## src/pkg/rslc_pkg.sv

```systemverilog
// What this block does
// - Three-bit code picks one of eight reset delays.
// - Record trigger starts logging, always reads zero.
// - Kind select: power up, down, wake, doze.
// - Compare logged order with expected order afterwards.
// - Timestamp release clears ready and overwritten flags unless auto-overwrite.
// - Power-up release clears its flags unless auto-overwrite.
// - Power-down release clears its flags unless auto-overwrite.
// - Wake release clears its flags unless auto-overwrite.
// - Doze release clears its flags unless auto-overwrite.
// - Activate rise masks selected channels' three interrupts.
// - Activate fall masks selected channels' three interrupts.
// - Sleep rise masks selected channels' three interrupts.
// - Sleep fall masks selected channels' three interrupts.
// - Timeout expiry releases every auto-mask.
// - Timeout equals programmed sixteen-bit value plus one ms.
// - Timeout reaches beyond four seconds, low byte alone 256ms.
// - Tag pulse is 50 us plus 10 us per step.
// - Up tagging bit picks off or undervoltage threshold.
// - Down tagging bit picks off or undervoltage threshold.
// - Each channel order compared with eight-bit expected value.
package rslc_pkg;

  // ***********************************************************
  // Register indices; byte address is four times the index.
  // ***********************************************************
  localparam logic [7:0] IDX_RESET_DELAY = 8'h9f;
  localparam logic [7:0] IDX_RECORD_CTRL = 8'ha0;
  localparam logic [7:0] IDX_POWER_ON_MASK = 8'ha1;
  localparam logic [7:0] IDX_POWER_OFF_MASK = 8'ha2;
  localparam logic [7:0] IDX_SLEEP_EXIT_MASK = 8'ha3;
  localparam logic [7:0] IDX_SLEEP_ENTRY_MASK = 8'ha4;
  localparam logic [7:0] IDX_TIMEOUT_HIGH = 8'ha5;
  localparam logic [7:0] IDX_TIMEOUT_LOW = 8'ha6;
  localparam logic [7:0] IDX_TAG_WIDTH = 8'ha7;
  localparam logic [7:0] IDX_UP_THRESHOLD = 8'ha8;
  localparam logic [7:0] IDX_DOWN_THRESHOLD = 8'ha9;
  localparam logic [7:0] IDX_LOG_READY = 8'haa;
  localparam logic [7:0] IDX_LOG_OVERWRITTEN = 8'hab;
  localparam logic [7:0] IDX_OVERWRITE_CTRL = 8'hac;
  localparam logic [7:0] IDX_ORDER_FAULT = 8'had;

  // ***********************************************************
  // Field positions and reset values.
  // ***********************************************************
  localparam int REC_TRIGGER_BIT = 7;
  localparam int KIND_MSB = 6;
  localparam int KIND_LSB = 5;
  localparam int TS_RELEASE_BIT = 4;
  localparam int TS_AUTO_OW_BIT = 0;
  localparam int ORDER_AUTO_OW_BIT = 1;
  localparam logic [2:0] RESET_DELAY_RST = 3'h2;
  localparam logic [7:0] CTRL_RST = 8'h00;
  localparam logic [7:0] AUTO_MASK_RST = 8'hff;
  localparam logic [7:0] TIMEOUT_RST = 8'h00;
  localparam logic [7:0] TAG_WIDTH_RST = 8'h00;
  localparam logic [7:0] UP_THRESHOLD_RST = 8'h1f;
  localparam logic [7:0] DOWN_THRESHOLD_RST = 8'h00;
  localparam logic [1:0] OVERWRITE_CTRL_RST = 2'h0;

  // ***********************************************************
  // Timing.
  // ***********************************************************
  localparam int MCLK_HZ = 40000000;
  localparam int MS_CYCLES = MCLK_HZ / 1000;
  localparam int US_CYCLES = MCLK_HZ / 1000000;
  localparam int TAG_BASE_US = 50;
  localparam int TAG_STEP_US = 10;

  typedef enum logic [1:0] {
    RSLC_POWER_UP = 2'h0,
    RSLC_POWER_DOWN = 2'h1,
    RSLC_WAKE = 2'h2,
    RSLC_DOZE = 2'h3
  } rslc_kind_t;

  typedef struct packed {
    logic [7:0] slow_under_irq_enable;
    logic [7:0] fast_under_irq_enable;
    logic [7:0] fast_over_irq_enable;
  } rslc_irq_en_t;

  function automatic logic [17:0] rslc_reset_delay_us(input logic [2:0] code);
    logic [17:0] us;
    us = 18'h0;
    unique case (code)
      3'h0: us = 18'd200;
      3'h1: us = 18'd1000;
      3'h2: us = 18'd10000;
      3'h3: us = 18'd16000;
      3'h4: us = 18'd20000;
      3'h5: us = 18'd70000;
      3'h6: us = 18'd100000;
      3'h7: us = 18'd200000;
    endcase
    return us;
  endfunction

endpackage

```

## src/verilog/rslc_top.sv

```systemverilog
module rslc_top
  import rslc_pkg::*;
#(
  parameter int CHANNELS = 8,
  parameter int ADDR_W = 12,
  parameter int MS_TICK_CYCLES = MS_CYCLES
) (
  input wire logic mclk_i,
  input wire logic rstn_i,
  input wire logic wb_cyc_i,
  input wire logic wb_stb_i,
  input wire logic wb_we_i,
  input wire logic [ADDR_W-1:0] wb_adr_i,
  input wire logic [3:0] wb_sel_i,
  input wire logic [31:0] wb_dat_i,
  output logic [31:0] wb_dat_o,
  output logic wb_ack_o,
  input wire logic activate_input_i,
  input wire logic sleep_input_i,
  input wire logic [3:0] log_done_i,
  input wire logic timestamp_done_i,
  input wire logic [CHANNELS-1:0][7:0] order_log_i,
  input wire logic [CHANNELS-1:0][7:0] expected_order_i,
  input wire rslc_irq_en_t irq_en_i,
  output rslc_irq_en_t irq_en_o,
  output logic auto_mask_active_o,
  output logic recording_o,
  output logic [1:0] record_kind_o,
  output logic [CHANNELS-1:0] order_fault_o,
  output logic [CHANNELS-1:0] tag_use_uv_o,
  output logic [16:0] tag_pulse_cycles_o,
  output logic [17:0] reset_delay_us_o
);

  if (CHANNELS < 1 || CHANNELS > 8) begin : g_bad_channels
    $error("CHANNELS must be 1 to 8");
  end
  if (ADDR_W < 10) begin : g_bad_addr
    $error("ADDR_W must be at least 10");
  end
  if (MS_TICK_CYCLES < 2) begin : g_bad_tick
    $error("MS_TICK_CYCLES must be at least 2");
  end

  localparam int DIV_W = $clog2(MS_TICK_CYCLES);
  localparam logic [DIV_W-1:0] DIV_LAST = DIV_W'(MS_TICK_CYCLES - 1);

  typedef enum {
    REC_IDLE,
    REC_ARMED,
    REC_LOGGING
  } rslc_rec_state_t;

  // ***********************************************************
  // Registers.
  // ***********************************************************
  logic [2:0] reset_delay_code;
  logic [1:0] sequence_kind_select;
  logic [7:0] power_on_auto_mask;
  logic [7:0] power_off_auto_mask;
  logic [7:0] sleep_exit_auto_mask;
  logic [7:0] sleep_entry_auto_mask;
  logic [7:0] sequence_timeout_high;
  logic [7:0] sequence_timeout_low;
  logic [7:0] tag_pulse_width;
  logic [7:0] up_tag_threshold_select;
  logic [7:0] down_tag_threshold_select;
  logic timestamp_auto_overwrite;
  logic order_log_auto_overwrite;
  logic [3:0] log_ready;
  logic [3:0] log_overwritten;
  logic timestamp_ready_flag;
  logic timestamp_overwritten_flag;

  // ***********************************************************
  // Wishbone slave.
  // ***********************************************************
  logic [7:0] bus_idx;
  logic bus_hit;
  logic wr_commit;
  logic [7:0] wr_byte;
  logic [7:0] next_rdata;

  assign bus_idx = wb_adr_i[9:2];
  assign bus_hit = (wb_adr_i >> 10) == '0;
  // A write lands on the edge where the master sees ack, so it is taken exactly once.
  assign wr_commit = wb_cyc_i && wb_stb_i && wb_ack_o && wb_we_i && wb_sel_i[0] && bus_hit;
  assign wr_byte = wb_dat_i[7:0];

  always_comb begin
    next_rdata = 8'h00;
    if (bus_hit) begin
      unique case (bus_idx)
        IDX_RESET_DELAY: next_rdata = {5'h00, reset_delay_code};
        IDX_RECORD_CTRL: next_rdata = {1'b0, sequence_kind_select, 5'h00};
        IDX_POWER_ON_MASK: next_rdata = power_on_auto_mask;
        IDX_POWER_OFF_MASK: next_rdata = power_off_auto_mask;
        IDX_SLEEP_EXIT_MASK: next_rdata = sleep_exit_auto_mask;
        IDX_SLEEP_ENTRY_MASK: next_rdata = sleep_entry_auto_mask;
        IDX_TIMEOUT_HIGH: next_rdata = sequence_timeout_high;
        IDX_TIMEOUT_LOW: next_rdata = sequence_timeout_low;
        IDX_TAG_WIDTH: next_rdata = tag_pulse_width;
        IDX_UP_THRESHOLD: next_rdata = up_tag_threshold_select;
        IDX_DOWN_THRESHOLD: next_rdata = down_tag_threshold_select;
        IDX_LOG_READY: next_rdata = {3'h0, timestamp_ready_flag, log_ready[0], log_ready[1],
                                     log_ready[2], log_ready[3]};
        IDX_LOG_OVERWRITTEN: next_rdata = {3'h0, timestamp_overwritten_flag, log_overwritten[0],
                                           log_overwritten[1], log_overwritten[2],
                                           log_overwritten[3]};
        IDX_OVERWRITE_CTRL: next_rdata = {6'h00, order_log_auto_overwrite,
                                          timestamp_auto_overwrite};
        IDX_ORDER_FAULT: next_rdata = 8'(order_fault_o);
        default: next_rdata = 8'h00;
      endcase
    end
  end

  always_ff @(posedge mclk_i) begin
    if (!rstn_i) begin
      wb_ack_o <= 1'b0;
      wb_dat_o <= 32'h0000_0000;
    end else begin
      wb_ack_o <= wb_cyc_i && wb_stb_i && !wb_ack_o;
      if (wb_cyc_i && wb_stb_i && !wb_ack_o) begin
        wb_dat_o <= {24'h00_0000, next_rdata};
      end
    end
  end

  always_ff @(posedge mclk_i) begin
    if (!rstn_i) begin
      reset_delay_code <= RESET_DELAY_RST;
      sequence_kind_select <= CTRL_RST[KIND_MSB:KIND_LSB];
      power_on_auto_mask <= AUTO_MASK_RST;
      power_off_auto_mask <= AUTO_MASK_RST;
      sleep_exit_auto_mask <= AUTO_MASK_RST;
      sleep_entry_auto_mask <= AUTO_MASK_RST;
      sequence_timeout_high <= TIMEOUT_RST;
      sequence_timeout_low <= TIMEOUT_RST;
      tag_pulse_width <= TAG_WIDTH_RST;
      up_tag_threshold_select <= UP_THRESHOLD_RST;
      down_tag_threshold_select <= DOWN_THRESHOLD_RST;
      timestamp_auto_overwrite <= OVERWRITE_CTRL_RST[TS_AUTO_OW_BIT];
      order_log_auto_overwrite <= OVERWRITE_CTRL_RST[ORDER_AUTO_OW_BIT];
    end else if (wr_commit) begin
      unique case (bus_idx)
        IDX_RESET_DELAY: reset_delay_code <= wr_byte[2:0];
        IDX_RECORD_CTRL: sequence_kind_select <= wr_byte[KIND_MSB:KIND_LSB];
        IDX_POWER_ON_MASK: power_on_auto_mask <= wr_byte;
        IDX_POWER_OFF_MASK: power_off_auto_mask <= wr_byte;
        IDX_SLEEP_EXIT_MASK: sleep_exit_auto_mask <= wr_byte;
        IDX_SLEEP_ENTRY_MASK: sleep_entry_auto_mask <= wr_byte;
        IDX_TIMEOUT_HIGH: sequence_timeout_high <= wr_byte;
        IDX_TIMEOUT_LOW: sequence_timeout_low <= wr_byte;
        IDX_TAG_WIDTH: tag_pulse_width <= wr_byte;
        IDX_UP_THRESHOLD: up_tag_threshold_select <= wr_byte;
        IDX_DOWN_THRESHOLD: down_tag_threshold_select <= wr_byte;
        IDX_OVERWRITE_CTRL: begin
          timestamp_auto_overwrite <= wr_byte[TS_AUTO_OW_BIT];
          order_log_auto_overwrite <= wr_byte[ORDER_AUTO_OW_BIT];
        end
        default: begin
        end
      endcase
    end
  end

  // ***********************************************************
  // Activate and sleep pins: synchroniser and edge detect.
  // ***********************************************************
  logic [1:0] pin_meta;
  logic [1:0] pin_sync;
  logic [1:0] pin_prev;
  logic [3:0] edge_hit;

  always_ff @(posedge mclk_i) begin
    if (!rstn_i) begin
      pin_meta <= 2'h0;
      pin_sync <= 2'h0;
      pin_prev <= 2'h0;
    end else begin
      pin_meta <= {sleep_input_i, activate_input_i};
      pin_sync <= pin_meta;
      pin_prev <= pin_sync;
    end
  end

  // Indexed by kind code: activate rise, activate fall, sleep rise, sleep fall.
  assign edge_hit[RSLC_POWER_UP] = pin_sync[0] && !pin_prev[0];
  assign edge_hit[RSLC_POWER_DOWN] = !pin_sync[0] && pin_prev[0];
  assign edge_hit[RSLC_WAKE] = pin_sync[1] && !pin_prev[1];
  assign edge_hit[RSLC_DOZE] = !pin_sync[1] && pin_prev[1];

  // ***********************************************************
  // Auto-mask and sequence timeout.
  // ***********************************************************
  logic [DIV_W-1:0] ms_div;
  logic [15:0] ms_count;
  logic ms_tick;
  logic any_edge;
  logic timeout_expired;
  logic [7:0] mask_set;
  logic [7:0] mask_active;

  assign ms_tick = ms_div == DIV_LAST;
  assign any_edge = |edge_hit;
  // Programmed value n expires on the (n+1)-th millisecond tick after the edge.
  assign timeout_expired = auto_mask_active_o && ms_tick &&
                           ms_count == {sequence_timeout_high, sequence_timeout_low};

  always_comb begin
    mask_set = 8'h00;
    if (edge_hit[RSLC_POWER_UP]) begin
      mask_set = mask_set | power_on_auto_mask;
    end
    if (edge_hit[RSLC_POWER_DOWN]) begin
      mask_set = mask_set | power_off_auto_mask;
    end
    if (edge_hit[RSLC_WAKE]) begin
      mask_set = mask_set | sleep_exit_auto_mask;
    end
    if (edge_hit[RSLC_DOZE]) begin
      mask_set = mask_set | sleep_entry_auto_mask;
    end
  end

  always_ff @(posedge mclk_i) begin
    if (!rstn_i) begin
      ms_div <= '0;
      ms_count <= 16'h0000;
      mask_active <= 8'h00;
      auto_mask_active_o <= 1'b0;
    end else if (any_edge) begin
      // The divider restarts too, so the first millisecond is a whole one.
      ms_div <= '0;
      ms_count <= 16'h0000;
      mask_active <= mask_active | mask_set;
      auto_mask_active_o <= 1'b1;
    end else if (timeout_expired) begin
      ms_div <= '0;
      ms_count <= 16'h0000;
      mask_active <= 8'h00;
      auto_mask_active_o <= 1'b0;
    end else if (auto_mask_active_o) begin
      if (ms_tick) begin
        ms_div <= '0;
        ms_count <= ms_count + 16'h0001;
      end else begin
        ms_div <= ms_div + DIV_W'(1);
      end
    end
  end

  always_ff @(posedge mclk_i) begin
    if (!rstn_i) begin
      irq_en_o <= '0;
    end else begin
      irq_en_o.slow_under_irq_enable <= irq_en_i.slow_under_irq_enable & ~mask_active;
      irq_en_o.fast_under_irq_enable <= irq_en_i.fast_under_irq_enable & ~mask_active;
      irq_en_o.fast_over_irq_enable <= irq_en_i.fast_over_irq_enable & ~mask_active;
    end
  end

  // ***********************************************************
  // Recording and order comparison.
  // ***********************************************************
  logic trigger_write;
  logic [CHANNELS-1:0] order_mismatch;
  rslc_rec_state_t rec_state;

  assign trigger_write = wr_commit && bus_idx == IDX_RECORD_CTRL && wr_byte[REC_TRIGGER_BIT];

  for (genvar ch = 0; ch < CHANNELS; ch++) begin : g_compare
    assign order_mismatch[ch] = order_log_i[ch] != expected_order_i[ch];
  end

  always_ff @(posedge mclk_i) begin
    if (!rstn_i) begin
      rec_state <= REC_IDLE;
      recording_o <= 1'b0;
      record_kind_o <= 2'h0;
      order_fault_o <= '0;
    end else if (trigger_write) begin
      rec_state <= REC_ARMED;
      recording_o <= 1'b0;
      record_kind_o <= wr_byte[KIND_MSB:KIND_LSB];
    end else begin
      unique case (rec_state)
        REC_IDLE: begin
        end
        REC_ARMED: begin
          if (edge_hit[record_kind_o]) begin
            rec_state <= REC_LOGGING;
            recording_o <= 1'b1;
          end
        end
        REC_LOGGING: begin
          if (log_done_i[record_kind_o]) begin
            rec_state <= REC_IDLE;
            recording_o <= 1'b0;
            order_fault_o <= order_mismatch;
          end
        end
      endcase
    end
  end

  // ***********************************************************
  // Ready and overwritten flags with host release.
  // ***********************************************************
  logic ctrl_write;
  logic [3:0] log_release;
  logic ts_release;

  assign ctrl_write = wr_commit && bus_idx == IDX_RECORD_CTRL;
  assign ts_release = ctrl_write && wr_byte[TS_RELEASE_BIT] && !timestamp_auto_overwrite;
  assign log_release[RSLC_POWER_UP] = ctrl_write && wr_byte[3] && !order_log_auto_overwrite;
  assign log_release[RSLC_POWER_DOWN] = ctrl_write && wr_byte[2] && !order_log_auto_overwrite;
  assign log_release[RSLC_WAKE] = ctrl_write && wr_byte[1] && !order_log_auto_overwrite;
  assign log_release[RSLC_DOZE] = ctrl_write && wr_byte[0] && !order_log_auto_overwrite;

  // A new log in the release cycle wins, so it is never lost.
  always_ff @(posedge mclk_i) begin
    if (!rstn_i) begin
      log_ready <= 4'h0;
      log_overwritten <= 4'h0;
    end else begin
      for (int k = 0; k < 4; k++) begin
        if (log_done_i[k]) begin
          log_ready[k] <= 1'b1;
          if (log_ready[k] && !log_release[k]) begin
            log_overwritten[k] <= 1'b1;
          end
        end else if (log_release[k]) begin
          log_ready[k] <= 1'b0;
          log_overwritten[k] <= 1'b0;
        end
      end
    end
  end

  always_ff @(posedge mclk_i) begin
    if (!rstn_i) begin
      timestamp_ready_flag <= 1'b0;
      timestamp_overwritten_flag <= 1'b0;
    end else if (timestamp_done_i) begin
      timestamp_ready_flag <= 1'b1;
      if (timestamp_ready_flag && !ts_release) begin
        timestamp_overwritten_flag <= 1'b1;
      end
    end else if (ts_release) begin
      timestamp_ready_flag <= 1'b0;
      timestamp_overwritten_flag <= 1'b0;
    end
  end

  // ***********************************************************
  // Tagging, threshold choice and reset delay.
  // ***********************************************************
  always_ff @(posedge mclk_i) begin
    if (!rstn_i) begin
      tag_use_uv_o <= UP_THRESHOLD_RST[CHANNELS-1:0];
      tag_pulse_cycles_o <= 17'h0_0000;
      reset_delay_us_o <= 18'h0_0000;
    end else begin
      if (edge_hit[RSLC_POWER_UP] || edge_hit[RSLC_WAKE]) begin
        tag_use_uv_o <= up_tag_threshold_select[CHANNELS-1:0];
      end else if (edge_hit[RSLC_POWER_DOWN] || edge_hit[RSLC_DOZE]) begin
        tag_use_uv_o <= down_tag_threshold_select[CHANNELS-1:0];
      end
      tag_pulse_cycles_o <= 17'((TAG_BASE_US + TAG_STEP_US * int'(tag_pulse_width))
                                * US_CYCLES);
      reset_delay_us_o <= rslc_reset_delay_us(reset_delay_code);
    end
  end

endmodule

```

## config.mk

```make
export PLATFORM = sky130hd
export DESIGN_NAME = rslc_top
export DESIGN_NICKNAME = d
export VERILOG_FILES = /design/src/pkg/rslc_pkg.sv /design/src/verilog/rslc_top.sv
export SDC_FILE = /design/constraint.sdc
export NUM_CORES = 1
export LEC_CHECK = 0
export BUFFER_PORTS_ARGS = -buffer_cell sky130_fd_sc_hd__buf_2
export CAP_MARGIN = 5
export CORE_MARGIN = 2
export CORE_UTILIZATION = 53
export CTS_BUF_LIST = sky130_fd_sc_hd__clkbuf_16
export CTS_CLUSTER_SIZE = 14
export DETAILED_ROUTE_END_ITERATION = 12
export PLACE_DENSITY = 0.85
export SLEW_MARGIN = 15
export SYNTH_ARGS = -nofsm -noshare
export SYNTH_HDL_FRONTEND = slang
export SYNTH_SLANG_ARGS = --single-unit
```

## constraint.sdc

```tcl
create_clock -name mclk_i -period 5.7 [get_ports mclk_i]
set_input_delay 0.855 -clock mclk_i [delete_from_list [all_inputs] [get_ports mclk_i]]
set_output_delay 0.855 -clock mclk_i [all_outputs]
set_load 0.02 [all_outputs]
```

-- Word-level counts from Yosys, hierarchy flattened
Memories as Yosys holds them, arrays and structs flattened. A register that Yosys moved wholly into a read port is not among the register bits.
Cells that the tools add are included.
- ROM bits: 120
- output and inout bits: 112
- register bits: 255
- word-level logic and storage cells: 219
- memories: 1
- add/subtract/negate cells: 3
- bitwise operators: 10
- eq/ne operators: 36
- reductions and logical operators: 78
- muxes and demuxes: 44
- multiply operators: 2
- magnitude comparators: 1
- memories (memory ; words ; width ; rd ports ; clocked after memory_dff ; wr ports ; line ; text):
    (name not given) ; 8 ; 15 ; 1 ; 1 ; 0 ; rslc_pkg.sv:86 ; unique case (code)
- operators by type and width (operator ; number):
    $eq A8 B8 Y1 const B ; 15
    $pmux W8 S15 ; 1
    $mux W8 ; 9
    $mux W32 ; 2
    $ne A8 B8 Y1 ; 8
    $pmux W32 S2 ; 1
    $reduce_and A2 Y1 ; 18
    $add A16 B1 Y16 const B ; 2
    $eq A32 B1 Y1 const B ; 1
    $eq A32 B2 Y1 const B ; 1
    $or A8 B8 Y8 ; 4
    $logic_and A1 B1 Y1 ; 29
    $mux W1 ; 27
    $and A8 B8 Y8 ; 3
    $eq A16 B16 Y1 ; 1
    $eq A16 B16 Y1 const B ; 1
    $mux W16 ; 1
    $reduce_bool A2 Y1 ; 8
    $mul A13 B3 Y14 const B ; 1
    $add A6 B12 Y13 const A ; 1
    $logic_not A1 Y1 ; 13
    $logic_not A12 Y1 ; 1
    $mul A3 B8 Y11 const A ; 1
    $ne A2 B1 Y1 const B ; 5
    other kinds (13) ; 20

-- Longest topological paths before layout
Gate-level depths: netlist of run 1.
- depth in word-level cells: 12
- mapped depth: 16

-- Least setup slack after synthesis of run 1
OpenSTA, ideal clock, no wires.
- kind: flip-flop to flip-flop
- start point: register tag_pulse_width[1]
- end point: register tag_pulse_cycles_o[16]
- clock period less this slack: 4072 ps
- stages on the path, launching flop included: 17
- arrival time: 4001 ps
- setup slack: 1628 ps
- buffers on the path: 0
- setup time: 71 ps
- cells stage by stage: dfxtp_1 > ha_1 > ha_1 > fa_1 > a211oi_2 > nor2_1 > nor4_1 > nand2_1 > xnor2_1 > ha_1 > ha_1 > and4_1 > nor3b_1 > a211oi_1 > mux2i_1 > a2111oi_0 > o21bai_1
- longest elaborated chain between the ends: 3
- ends and longest elaborated chain (element ; line ; text):
    start: declaration ; rslc_top.sv:65 ; logic [7:0] tag_pulse_width;
    start signal: assignment ; rslc_top.sv:155 ; IDX_TAG_WIDTH: tag_pulse_width <= wr_byte;
    $mul A3 B8 Y11 ; rslc_top.sv:371 ; tag_pulse_cycles_o <= 17'((TAG_BASE_US + TAG_STEP_US * int'(tag_pulse_width))
    $add A6 B12 Y13 ; rslc_top.sv:371 ;
    $mul A13 B3 Y14 ; rslc_top.sv:372 ; * US_CYCLES);
    end signal: assignment ; rslc_top.sv:371 ;
    end: declaration ; rslc_top.sv:31 ; output logic [16:0] tag_pulse_cycles_o,
No other way between the ends.
A chain may end at the register's enable or synchronous reset.

-- Worst setup path in the final report of run 1
Same ends and word-level chain as after synthesis.

==> results_tabular.tex, run 1 <==
\begin{tabular}{lr}
\hline
Metric & Value \\
\hline
\multicolumn{2}{l}{\textbf{Synth}} \\
\quad Simple-gate share of the synthesized area & 0.221 \\
\quad Synthesis-stage register bit count & 217 \\
\quad Post-synth EDFFs & 0 \\
\quad FFs w/ async S/R, synth & 0 \\
\quad Xor-xnor portion of the synthesized cell area & 0.0973 \\
\quad Dominant combinational cell family by area after synthesis & simple AND/OR/NAND/NOR gates \\
\quad Number of cells produced by synthesis & 1,265 \\
\quad Fraction of the yosys area taken by sequential cells & 0.389 \\
\quad Post-synthesis share of cell area spent on full adders, half adders and majority gates & 0.0552 \\
\quad Mean post-synth cell area & 8.82 µm² \\
\quad Number of distinct library cells after synthesis & 74 \\
\quad Cell Area, Synth & 0.0112 mm² \\
\quad Number of synthesis warnings & 0 \\
\quad Top flip-flop cell by instance count after synthesis & dfxtp\_1 \\
\quad Synthesized-area fraction occupied by ao, oa, aoi and oai cells & 0.118 \\
\quad Share of cell area taken by muxes after synthesis & 0.0655 \\
\multicolumn{2}{l}{\textbf{Floorplan}} \\
\quad Die Y & 149 µm \\
\quad I/O pin cnt & 324 \\
\quad Num rows & 53 \\
\quad Effective utilization at floorplan & 0.536 \\
\quad Horiz. Die Dim & 149 µm \\
\quad Die footprint & 0.0222 mm² \\
\quad CORE AREA & 0.0208 mm² \\
\multicolumn{2}{l}{\textbf{Job}} \\
\quad Maxcap violations & 0 \\
\multicolumn{2}{l}{\textbf{CTS}} \\
\quad CTS tree & yes \\
\quad Count of buffers added by post-CTS timing repair for setup & 0 \\
\quad Clk Latency, worst-skew pair & 0.50 ns \\
\quad TritonCTS buffer count & 23 \\
\quad Clk root buf & clkbuf\_16 \\
\quad \# H-tree levels & 1 \\
\quad Clock slew seen by the registers of the worst setup and hold paths & 0.06 ns \\
\quad Deepest clock path buffer count & 3 \\
\quad Count of hold-fix buffers inserted at cts & 0 \\
\quad TritonCTS sink count & 217 \\
\quad Count of instances resized after the clock tree is built & 0 \\
\multicolumn{2}{l}{\textbf{Global route}} \\
\quad Overall fraction of global-route tracks in use & 0.260 \\
\quad Initial antenna violation count & 0 \\
\quad Maximum number of pins on one net before global-route repair & 67 \\
\quad Global-route wire length before repair & 47,000 µm \\
\quad Via count of the first global-routing pass & 9,301 \\
\quad Aggregate global routing overflow & 0 \\
\multicolumn{2}{l}{\textbf{Timing}} \\
\quad Final TNS setup & 0 ns \\
\quad Measured slew at the worst slew-check pin & 1.01 ns \\
\quad Final Setup Violations & 0 \\
\quad Maximum clock frequency & 0.216 GHz \\
\quad Endpoints failing hold & 0 \\
\quad Clock skew after layout & 0.00836 ns \\
\quad Post-layout min period & 4.63 ns \\
\quad Final count of pins violating max slew & 0 \\
\quad Unrepaired setup endpoints after global routing & no \\
\quad Fraction of the cycle the final worst path needs & 0.813 \\
\quad Relative slew margins & 0.319 \\
\multicolumn{2}{l}{\textbf{Worst hold path}} \\
\quad Worst hold path stage count & 1 \\
\quad Hold endpoint & pin\_sync[1]\$\_SDFF\_PN0\_ \\
\quad Beginning of the worst hold path & pin\_meta[1]\$\_SDFF\_PN0\_ \\
\quad Hold/Removal Path Class & reg -> reg \\
\multicolumn{2}{l}{\textbf{Worst setup path}} \\
\quad Crit path buf inv count & 0 \\
\quad Slowest Stage Delay on Critical Path & 0.45 ns \\
\quad Cell with the largest stage delay on the worst path & fa\_1 \\
\quad Highest net fanout along the worst path & 6 \\
\quad R2r setup slk & 1.07 ns \\
\quad Startpoint of the most critical register-to-register path & tag\_pulse\_width[1]\$\_SDFFE\_PN0P\_ \\
\quad Most frequent cell on the critical path & ha\_1 \\
\quad Sequence of cells on the critical path & ha\_1, ha\_1, fa\_1, a211oi\_2, nor2\_1, nor4\_1, nand2\_1, xnor2\_1, ha\_1, ha\_1, and4\_1, nor3b\_1, a211oi\_1, mux2i\_1, a2111oi\_0, o21bai\_1 \\
\quad Number of gates on the worst path with buffers counted & 16 \\
\quad Number of cell instances on the worst register-to-register path & 16 \\
\quad Arrival time of the worst setup path & 5.06 ns \\
\quad Data required, critical path & 6.13 ns \\
\quad R2r endpoint & tag\_pulse\_cycles\_o[16]\$\_SDFF\_PN0\_ \\
\quad Category of the worst setup path launch point & register \\
\quad WS Path Type & reg -> reg \\
\quad Cell class contributing the biggest share of worst-path delay & adder cells \\
\quad Type of element capturing the critical path & register \\
\multicolumn{2}{l}{\textbf{Route}} \\
\quad Count of nets left with antenna violations after detail routing & 0 \\
\quad Wire length per cell after detailed routing & 16.9 µm \\
\quad Total number of vias & 10,100 \\
\quad Total wire length & 30,200 µm \\
\quad Length of the first detailed-routing pass in iterations & 6 \\
\quad Total DRC errors in the routed layout & 0 \\
\quad Drt initial violations & 969 \\
\quad Number of vias per cell after detailed routing & 5.67 \\
\multicolumn{2}{l}{\textbf{Cells and area}} \\
\quad Commonest cells after routing, fill and taps aside & buf\_2, dfxtp\_1, nand2\_1, nor2\_1, xor2\_1 \\
\quad N\_diodes & 0 \\
\quad Commonest non-fill, non-tap cell in the layout & buf\_2 \\
\quad Post-layout util & 0.634 \\
\quad Syn-to-layout area delta & 18.3\% \\
\quad Share of layout cells above drive strength 1 & 0.229 \\
\quad Fin nets & 1,757 \\
\quad Layout filler cell count & 1,772 \\
\multicolumn{2}{l}{\textbf{Power}} \\
\quad Total leakage power & 0.00594 µW \\
\quad Power per Cell Area & 254 mW/mm² \\
\quad Peak ir drop on the vdd network & 0.202 mV \\
\multicolumn{2}{l}{\textbf{Status}} \\
\quad Outcome & complete, no violations \\
\multicolumn{2}{l}{\textbf{Place}} \\
\quad Final HPWL from detailed placement & 22,000 µm \\
\quad Final weighted congestion in routability-driven placement & 0.963 \\
\quad IO Port Bufs & 263 \\
\hline
\end{tabular}
flip-flops by register name, summed over array words and instances (netlist names), 13 cells and up:
signal,count
irq_en_o,24
ms_count,16
ms_div,16
reset_delay_us_o,15
tag_pulse_cycles_o,13
worst max path at each step:
stage / start / endpoint / slack [ns]
2_1_floorplan: tag_pulse_width[1]$_SDFFE_PN0P_ / tag_pulse_cycles_o[16]$_SDFF_PN0_ / 1.63
3_3_place_gp: tag_pulse_width[1]$_SDFFE_PN0P_ / tag_pulse_cycles_o[16]$_SDFF_PN0_ / 1.26
3_5_place_dp: tag_pulse_width[1]$_SDFFE_PN0P_ / tag_pulse_cycles_o[16]$_SDFF_PN0_ / 1.17
4_1_cts: tag_pulse_width[1]$_SDFFE_PN0P_ / tag_pulse_cycles_o[16]$_SDFF_PN0_ / 1.14
5_1_grt: tag_pulse_width[1]$_SDFFE_PN0P_ / tag_pulse_cycles_o[16]$_SDFF_PN0_ / 0.81
6_report: tag_pulse_width[1]$_SDFFE_PN0P_ / tag_pulse_cycles_o[16]$_SDFF_PN0_ / 1.07
synthesized netlist by cell type (all sizes together) (3+ instances only):
cell | instances | area share
ha | 46 | 0.052
and2 | 34 | 0.019
nand2 | 152 | 0.051
nor4 | 21 | 0.013
a211oi | 8 | 0.0063
or2 | 3 | 0.0019
mux2i | 46 | 0.041
a311oi | 11 | 0.013
nand3b | 12 | 0.0081
nor2b | 4 | 0.0022
nor3b | 5 | 0.0044
a21o | 9 | 0.0061
a21oi | 60 | 0.027
nor3 | 14 | 0.0067
a2111oi | 3 | 0.0024
and4 | 3 | 0.0024
a222oi | 3 | 0.0027
nand4b | 3 | 0.0024
o21a | 6 | 0.0040
and3 | 12 | 0.0067
nand4 | 18 | 0.011
mux4 | 6 | 0.012
xor2 | 84 | 0.066
buf | 56 | 0.032
a21boi | 4 | 0.0027
dfxtp | 217 | 0.39
o21ai | 29 | 0.013
o21bai | 5 | 0.0034
nor2 | 130 | 0.044
a22oi | 21 | 0.014
clkbuf | 39 | 0.013
a22o | 10 | 0.0078
a32oi | 4 | 0.0031
nand2b | 9 | 0.0050
or3b | 3 | 0.0024
mux2 | 12 | 0.012
inv | 24 | 0.0081
nand3 | 72 | 0.033
xnor2 | 40 | 0.031
power by group:
part	internal, µW	switching, µW
combinational	130	213
sequential	1550	17.0
clock	859	575
total	2540	805
per-stage QoR:
stage / power (µW) / worst slack, ns / hold WS, ns / instance area (µm²) / instances
global route: 3450 / 0.810 / 0.457 / 13200 / 1783
global placement: 1930 / 1.26 / 0.422 / 12500 / 1747
finish: 3350 / 1.07 / 0.431 / 13200 / 1783
CTS: 3360 / 1.14 / 0.438 / 13200 / 1783
detailed placement: 1940 / 1.17 / 0.426 / 12500 / 1747
floorplan: 1810 / 1.63 / 0.412 / 11300 / 1296
kinds of logic after synthesis:
family / count (synthesis)
xor+xnor: 124
flops: 217
compound gates: 189
fa+ha+maj: 48
other cells: 1
buf+inv: 119
simple gates: 503
mux: 64
area by class of cell:
type | count | area, µm² | area share
well taps | 275 | 344 | 0.0261
multi-input cells | 960 | 6330 | 0.480
flip-flops and latches | 217 | 4340 | 0.329
clock buffers | 23 | 576 | 0.0436
clock inverters | 13 | 134 | 0.0101
inverters | 24 | 90.1 | 0.00683
repair buffers | 271 | 1380 | 0.104
per-layer routing:
layer	vias up	share of wire	GRT usage
met5	-	0	0
li1	4797	-	-
met3	68	0.092	0.0443
met2	516	0.46	0.414
met1	4723	0.43	0.365
met4	0	0.026	0.0724
(Power assumes the default switching activity.)
==> inputs of run 2 (changes only) <==
ABC_AREA = 1   (was unset)
clock period = 4.55 ns   (was 5.7 ns; I/O delays follow)
==> run 2 against run 1 <==
Clock power grew 39%. Wire length grew 11%. Synthesized area grew 0.85%. Combinational power grew 22%. Via count grew 9.7%. Cell count grew 14%. Largest cell class unchanged. Largest power group is now clock. Highest routed layer unchanged.
==> results_tabular.tex, run 2 <==
\begin{tabular}{lr}
\hline
Metric & Value \\
\hline
\multicolumn{2}{l}{\textbf{Place}} \\
\quad Final HPWL from detailed placement & 25,600 µm \\
\quad IO Port Bufs & 263 \\
\quad Final weighted congestion in routability-driven placement & 0.996 \\
\quad Place WS & 0.841 ns \\
\quad Post-placement cell area & 0.0127 mm² \\
\multicolumn{2}{l}{\textbf{Timing}} \\
\quad Post-layout min period & 3.72 ns \\
\quad Final Setup Violations & 0 \\
\quad Final TNS setup & 0 ns \\
\quad Final hold slack & 0.347 ns \\
\quad Fraction of the cycle the final worst path needs & 0.817 \\
\quad Measured slew at the worst slew-check pin & 0.827 ns \\
\quad Endpoints failing hold & 0 \\
\quad Unrepaired setup endpoints after global routing & no \\
\quad Clock skew after layout & 0.0262 ns \\
\quad Maximum clock frequency & 0.269 GHz \\
\quad Relative slew margins & 0.447 \\
\quad Minimum setup slack in the final design & 0.831 ns \\
\quad Final count of pins violating max slew & 0 \\
\multicolumn{2}{l}{\textbf{Route}} \\
\quad Total number of vias & 11,100 \\
\quad Number of vias per cell after detailed routing & 5.45 \\
\quad Count of nets left with antenna violations after detail routing & 0 \\
\quad Drt initial violations & 882 \\
\quad Total wire length & 33,400 µm \\
\quad Wire length per cell after detailed routing & 16.4 µm \\
\quad Total DRC errors in the routed layout & 0 \\
\quad Length of the first detailed-routing pass in iterations & 6 \\
\multicolumn{2}{l}{\textbf{Worst setup path}} \\
\quad Slowest Stage Delay on Critical Path & 0.42 ns \\
\quad Type of element capturing the critical path & register \\
\quad Data required, critical path & 4.96 ns \\
\quad Number of cell instances on the worst register-to-register path & 18 \\
\quad Cell with the largest stage delay on the worst path & fa\_1 \\
\quad Sequence of cells on the critical path & ha\_1, ha\_1, fa\_1, nand2\_1, inv\_1, nor2\_1, nand4\_1, nor3\_1, xor2\_1, ha\_1, ha\_1, inv\_1, o21bai\_1, inv\_1, o2111ai\_1, nand3\_1, nand2\_1, nor2\_1 \\
\quad WS Path Type & reg -> reg \\
\quad R2r endpoint & tag\_pulse\_cycles\_o[16]\$\_SDFF\_PN0\_ \\
\quad Most frequent cell on the critical path & ha\_1 \\
\quad Category of the worst setup path launch point & register \\
\quad Highest net fanout along the worst path & 5 \\
\quad R2r setup slk & 0.83 ns \\
\quad Arrival time of the worst setup path & 4.13 ns \\
\quad Startpoint of the most critical register-to-register path & tag\_pulse\_width[1]\$\_SDFFE\_PN0P\_ \\
\multicolumn{2}{l}{\textbf{Worst hold path}} \\
\quad Worst hold path stage count & 3 \\
\quad Hold/Removal Path Class & in -> reg \\
\quad Hold endpoint & pin\_meta[0]\$\_SDFF\_PN0\_ \\
\quad Beginning of the worst hold path & activate\_input\_i \\
\multicolumn{2}{l}{\textbf{Synth}} \\
\quad Post-synth EDFFs & 0 \\
\quad Number of distinct library cells after synthesis & 49 \\
\quad Dominant cell type by area after synthesis & dfxtp\_1 \\
\quad Fraction of the yosys area taken by sequential cells & 0.386 \\
\quad FFs w/ async S/R, synth & 0 \\
\quad Most used standard cell by instance count after synthesis & nand2\_1 \\
\quad Cell Area, Synth & 0.0113 mm² \\
\quad Most instantiated cells after synthesis & nand2\_1, dfxtp\_1, inv\_1 \\
\quad Synthesis-stage register bit count & 217 \\
\quad Mean post-synth cell area & 7.58 µm² \\
\quad Top flip-flop cell by instance count after synthesis & dfxtp\_1 \\
\quad Fraction of synthesized cell area taken by the top area cell type & 0.386 \\
\quad Number of cells produced by synthesis & 1,485 \\
\quad Most area-consuming cells after synthesis & dfxtp\_1, nand2\_1, xnor2\_1, ha\_1, a21oi\_1 \\
\quad Number of synthesis warnings & 0 \\
\multicolumn{2}{l}{\textbf{Floorplan}} \\
\quad CORE AREA & 0.0210 mm² \\
\quad Horiz. Die Dim & 150 µm \\
\quad Num rows & 53 \\
\quad I/O pin cnt & 324 \\
\quad Die footprint & 0.0224 mm² \\
\quad Effective utilization at floorplan & 0.537 \\
\quad Die Y & 150 µm \\
\multicolumn{2}{l}{\textbf{Power}} \\
\quad Comb power frac & 0.096 \\
\quad Power Internal & 3290 µW \\
\quad Peak ir drop on the vdd network & 0.275 mV \\
\quad Relative contribution of sequential cells to total power & 0.449 \\
\quad Power per Cell Area & 325 mW/mm² \\
\quad Total leakage power & 0.00637 µW \\
\quad Power dissipated by switching net loads & 1080 µW \\
\quad Relative contribution of the clock network to total power & 0.455 \\
\quad Switching share of power & 0.248 \\
\multicolumn{2}{l}{\textbf{CTS}} \\
\quad Clk root buf & clkbuf\_16 \\
\quad \# H-tree levels & 1 \\
\quad Clock slew seen by the registers of the worst setup and hold paths & 0.06 ns \\
\quad TritonCTS buffer count & 24 \\
\quad Count of buffers added by post-CTS timing repair for setup & 0 \\
\quad Count of instances resized after the clock tree is built & 0 \\
\quad CTS tree & yes \\
\quad Clk Latency, worst-skew pair & 0.54 ns \\
\quad Count of hold-fix buffers inserted at cts & 0 \\
\quad TritonCTS sink count & 217 \\
\quad Deepest clock path buffer count & 3 \\
\multicolumn{2}{l}{\textbf{Global route}} \\
\quad Overall fraction of global-route tracks in use & 0.288 \\
\quad Via count of the first global-routing pass & 10,100 \\
\quad Aggregate global routing overflow & 0 \\
\quad Maximum number of pins on one net before global-route repair & 78 \\
\quad Global-route wire length before repair & 51,100 µm \\
\quad Initial antenna violation count & 2 \\
\multicolumn{2}{l}{\textbf{Cells and area}} \\
\quad Max FFs per register & 24 \\
\quad Post-layout util & 0.643 \\
\quad Share of layout cells above drive strength 1 & 0.203 \\
\quad Total non-filler cell area in the finished layout & 0.0135 mm² \\
\quad Fin nets & 2,001 \\
\quad Commonest non-fill, non-tap cell in the layout & nand2\_1 \\
\quad Largest registers & irq\_en\_o: 24 flops, ms\_count: 16 flops, ms\_div: 16 flops \\
\quad Register ranked first by flip-flop count & irq\_en\_o \\
\quad Commonest cells after routing, fill and taps aside & nand2\_1, buf\_2, dfxtp\_1, inv\_1, nor2\_1 \\
\quad Syn-to-layout area delta & 19.6\% \\
\multicolumn{2}{l}{\textbf{Job}} \\
\quad Maxcap violations & 0 \\
\multicolumn{2}{l}{\textbf{Status}} \\
\quad Outcome & complete, no violations \\
\hline
\end{tabular}
-- run 2: cell count changes after synthesis, sizes merged, moves of 49 or more --
| cell | delta |
|---|---|
| a21oi | +49 |
| inv | +116 |
| o21ai | +64 |
| xor2 | -65 |
| nand2 | +160 |
-- run 2: critical path: cells and delay by family, from the launching register on --
family                     cells  cell delay, ns
AOI/OAI and AO/OA              2            0.38
xor gates and xnor gates       1            0.19
adders and majority gates      5            1.52
buffers and inverters          3            0.16
DFF                            1            0.41
and+or+nand+nor                7            0.96
-- run 2: cells by family (layout without fill, tap and decap cells) --
| kind of cell | count (synthesis) | after routing | share of synthesized area |
|---|---|---|---|
| fa+ha+maj | 48 | 48 | 0.0547 |
| mux | 2 | 2 | 0.00178 |
| xor+xnor | 104 | 104 | 0.0809 |
| flops | 217 | 217 | 0.386 |
| other cells | 1 | 34 | 0.000333 |
| simple gates | 619 | 619 | 0.246 |
| compound gates | 280 | 280 | 0.146 |
| buf+inv | 214 | 456 | 0.0848 |
-- run 2: cell type report --
cell class / count / area (µm²)
diodes: 2 / 5.00
inverters: 147 / 552
flip-flops and latches: 217 / 4340
fillers: 1830 / 7490
repair buffers: 266 / 1340
well taps: 275 / 344
clock buffers: 24 / 601
multi-input cells: 1085 / 6070
clock inverters: 19 / 206
-- run 2: power groups by stage --
| stage | Combinational, µW | Sequential (µW) | Clock, µW |
|---|---|---|---|
| 2_1_floorplan | 222 | 2040 | 0 |
| 3_3_place_gp | 409 | 2010 | 0 |
| 3_5_place_dp | 417 | 2010 | 0 |
| 4_1_cts | 419 | 1960 | 2010 |
| 5_1_grt | 450 | 1970 | 2090 |
| 6_report | 420 | 1960 | 1990 |
-- run 2: how the worst max path moves through the flow --
stage                                    start                                 to  slack (ns)  cells past startpoint
2_1_floorplan  tag_pulse_width[1]$_SDFFE_PN0P_  tag_pulse_cycles_o[16]$_SDFF_PN0_        1.18                     18
3_3_place_gp   tag_pulse_width[1]$_SDFFE_PN0P_  tag_pulse_cycles_o[16]$_SDFF_PN0_        0.91                     18
3_5_place_dp   tag_pulse_width[1]$_SDFFE_PN0P_  tag_pulse_cycles_o[16]$_SDFF_PN0_        0.84                     18
4_1_cts        tag_pulse_width[1]$_SDFFE_PN0P_  tag_pulse_cycles_o[16]$_SDFF_PN0_        0.82                     18
5_1_grt        tag_pulse_width[1]$_SDFFE_PN0P_  tag_pulse_cycles_o[14]$_SDFF_PN0_        0.53                     17
6_report       tag_pulse_width[1]$_SDFFE_PN0P_  tag_pulse_cycles_o[16]$_SDFF_PN0_        0.83                     18
-- run 2: metrics by stage --
step / power, µW / instances
after CTS: 4390 / 2033
final: 4370 / 2035
after detailed placement: 2420 / 1990
after global placement: 2410 / 1990
after global routing: 4510 / 2035
after floorplan: 2260 / 1516
-- run 2: layer usage --
layer	wire, µm	vias to the layer above	track usage	part of all wire
met1	12300	5074	0.331	0.37
li1	-	5412	-	-
met5	0	-	0	0
met3	2420	89	0.0366	0.072
met4	1540	0	0.138	0.046
met2	17100	507	0.529	0.51
==> inputs of run 3 (changes only) <==
CORE_UTILIZATION = 48   (was 53)
PLACE_DENSITY = 0.82   (was 0.85)
clock period = 3.1 ns   (was 4.55 ns; I/O delays follow)
==> run 3 against run 2 <==
The run now ends with setup timing left. Via count rose by 2.6%. Clock-buffer cell count is 1 higher. First-iteration DRC count shrank 2.0%.
==> results_tabular.tex, run 3 (synthesized netlist as in run 2, its figures left out) <==
\begin{tabular}{lr}
\hline
Metric & Value \\
\hline
\multicolumn{2}{l}{\textbf{Route}} \\
\quad Total number of vias & 11,400 \\
\quad Drt initial violations & 864 \\
\quad Number of vias per cell after detailed routing & 5.34 \\
\quad Count of nets left with antenna violations after detail routing & 0 \\
\quad Wire length per cell after detailed routing & 16.7 µm \\
\quad Total DRC errors in the routed layout & 0 \\
\quad Length of the first detailed-routing pass in iterations & 5 \\
\quad Total wire length & 35,600 µm \\
\multicolumn{2}{l}{\textbf{Cells and area}} \\
\quad Layout filler cell count & 2,019 \\
\quad Share of layout cells above drive strength 1 & 0.251 \\
\quad Register ranked first by flip-flop count & irq\_en\_o \\
\quad Max FFs per register & 24 \\
\quad Commonest cells after routing, fill and taps aside & nand2\_1, buf\_2, dfxtp\_1, inv\_1, nor2\_1 \\
\quad Commonest non-fill, non-tap cell in the layout & nand2\_1 \\
\quad Largest registers & irq\_en\_o: 24 flops, ms\_count: 16 flops, ms\_div: 16 flops \\
\quad Fin nets & 2,048 \\
\quad Syn-to-layout area delta & 26.9\% \\
\multicolumn{2}{l}{\textbf{Worst hold path}} \\
\quad Hold/Removal Path Class & in -> reg \\
\multicolumn{2}{l}{\textbf{Power}} \\
\quad Total leakage power & 0.00668 µW \\
\quad Power dissipated by switching net loads & 1600 µW \\
\quad Comb power frac & 0.096 \\
\quad Switching share of power & 0.240 \\
\quad Overall power & 6660 µW \\
\quad Power per Cell Area & 466 mW/mm² \\
\quad Peak ir drop on the vdd network & 0.448 mV \\
\quad Relative contribution of the clock network to total power & 0.471 \\
\quad Power Internal & 5060 µW \\
\quad Relative contribution of sequential cells to total power & 0.433 \\
\multicolumn{2}{l}{\textbf{Timing}} \\
\quad Final count of pins violating max slew & 0 \\
\quad Relative slew margins & 0.488 \\
\quad Endpoints failing hold & 0 \\
\quad Maximum clock frequency & 0.299 GHz \\
\quad Clock skew after layout & 0.00966 ns \\
\quad Final TNS setup & -0.607 ns \\
\quad Fraction of the cycle the final worst path needs & 1.08 \\
\quad Measured slew at the worst slew-check pin & 0.767 ns \\
\quad Minimum setup slack in the final design & -0.242 ns \\
\quad Unrepaired setup endpoints after global routing & yes \\
\quad Final Setup Violations & 5 \\
\quad Post-layout min period & 3.34 ns \\
\multicolumn{2}{l}{\textbf{CTS}} \\
\quad TritonCTS sink count & 217 \\
\quad Clk root buf & clkbuf\_16 \\
\quad Clock slew seen by the registers of the worst setup and hold paths & 0.06 ns \\
\quad Clk Latency, worst-skew pair & 0.52 ns \\
\quad \# H-tree levels & 1 \\
\quad CTS tree & yes \\
\quad TritonCTS buffer count & 25 \\
\quad Deepest clock path buffer count & 3 \\
\multicolumn{2}{l}{\textbf{Worst setup path}} \\
\quad Slowest Stage Delay on Critical Path & 0.54 ns \\
\quad Data required, critical path & 3.51 ns \\
\quad Type of element capturing the critical path & register \\
\quad Arrival time of the worst setup path & 3.75 ns \\
\quad Category of the worst setup path launch point & register \\
\quad Crit path buf inv count & 2 \\
\quad Cell with the largest stage delay on the worst path & fa\_2 \\
\quad Sequence of cells on the critical path & ha\_4, ha\_4, fa\_2, inv\_2, nand3\_2, nand4\_1, nor3\_4, xor2\_1, ha\_1, ha\_1, nand2\_1, buf\_4, o2111ai\_2, nand3\_1, nand2\_1, nor2\_1 \\
\quad Cell class contributing the biggest share of worst-path delay & adder cells \\
\quad Highest net fanout along the worst path & 3 \\
\quad WS Path Type & reg -> reg \\
\multicolumn{2}{l}{\textbf{Floorplan}} \\
\quad Die Y & 157 µm \\
\quad Num rows & 56 \\
\quad Die footprint & 0.0247 mm² \\
\quad Effective utilization at floorplan & 0.484 \\
\quad Horiz. Die Dim & 157 µm \\
\quad I/O pin cnt & 324 \\
\quad CORE AREA & 0.0233 mm² \\
\multicolumn{2}{l}{\textbf{Global route}} \\
\quad Via count of the first global-routing pass & 10,600 \\
\quad Aggregate global routing overflow & 0 \\
\quad Overall fraction of global-route tracks in use & 0.279 \\
\quad Initial antenna violation count & 2 \\
\quad Maximum number of pins on one net before global-route repair & 140 \\
\quad Global-route wire length before repair & 54,000 µm \\
\multicolumn{2}{l}{\textbf{Place}} \\
\quad Final HPWL from detailed placement & 26,800 µm \\
\quad Final weighted congestion in routability-driven placement & 1.02 \\
\quad Place WS & -0.282 ns \\
\quad IO Port Bufs & 263 \\
\multicolumn{2}{l}{\textbf{Status}} \\
\quad Violations in the final reports & setup timing \\
\quad Outcome & finished with violations \\
\multicolumn{2}{l}{\textbf{Job}} \\
\quad Maxcap violations & 0 \\
\hline
\end{tabular}
## run 3: cell types whose count changed in the layout (fill, tap and decap cells not counted), moves of 5 or more
cell and delta:
buf_4 +43, dfxtp_1 -5, ha_1 -14, ha_4 +13, nand2_1 -6, nand2_2 +5
## run 3: routing by layer
layer | share of wire | GRT usage | vias up
met3 | 0.074 | 0.0344 | 123
met2 | 0.50 | 0.501 | 557
met5 | 0 | 0 | -
li1 | - | - | 5510
met1 | 0.36 | 0.314 | 5175
met4 | 0.068 | 0.172 | 0
## run 3: power groups by stage
stage / clock network, µW / registers [µW] / logic (µW)
after floorplan: 0 / 2990 / 326
after global placement: 0 / 2940 / 619
after detailed placement: 0 / 2940 / 631
after CTS: 3170 / 2880 / 634
after global routing: 3300 / 2890 / 688
final: 3140 / 2880 / 638
## run 3: area by class of cell
| cell class | count | area [µm²] | area share |
|---|---|---|---|
| clock buffer | 25 | 626 | 0.0438 |
| timing repair buffer | 312 | 1710 | 0.120 |
| inverter | 147 | 552 | 0.0387 |
| antenna | 2 | 5.00 | 0.000351 |
| sequential | 217 | 4350 | 0.305 |
| multi-input combinational | 1085 | 6370 | 0.447 |
| tap | 319 | 399 | 0.0280 |
| clock inverter | 20 | 259 | 0.0181 |
## run 3: final timing paths
path / startpoint / to / slack, ns / cells after the start
worst min-delay path: activate_input_i / pin_meta[0]$_SDFF_PN0_ / 0.14 / 3
worst max-delay path: tag_pulse_width[3]$_SDFFE_PN0P_ / tag_pulse_cycles_o[16]$_SDFF_PN0_ / -0.24 / 16
worst max register to register: tag_pulse_width[3]$_SDFFE_PN0P_ / tag_pulse_cycles_o[16]$_SDFF_PN0_ / -0.24 / 16
worst min register to register: pin_meta[0]$_SDFF_PN0_ / pin_sync[0]$_SDFF_PN0_ / 0.41 / 2
## run 3: tightest hold or removal path: stages
cell     delay (ns)
buf_2          0.08
nand2_1        0.04
inv_1          0.04
## run 3: through the flow
stage	instances	cell area, µm²	utilization	hold slack [ns]
floorplan	1516	11400	-	0.390
global placement	2073	13100	0.563	0.404
detailed placement	2073	13100	0.563	0.405
CTS	2125	14200	0.610	0.133
global route	2127	14300	0.614	0.147
finish	2127	14300	0.614	0.140
## run 3: timing repair
| item | 4_1_cts | 5_1_grt |
|---|---|---|
| endpoints found under the hold margin | 0 | 0 |
| resized for setup | 32 | 14 |
| hold buffers | 0 | 0 |
| buffers inserted | 7 | 0 |
| pin swaps | 22 | 5 |
| setup endpoints to repair | 6 | 7 |
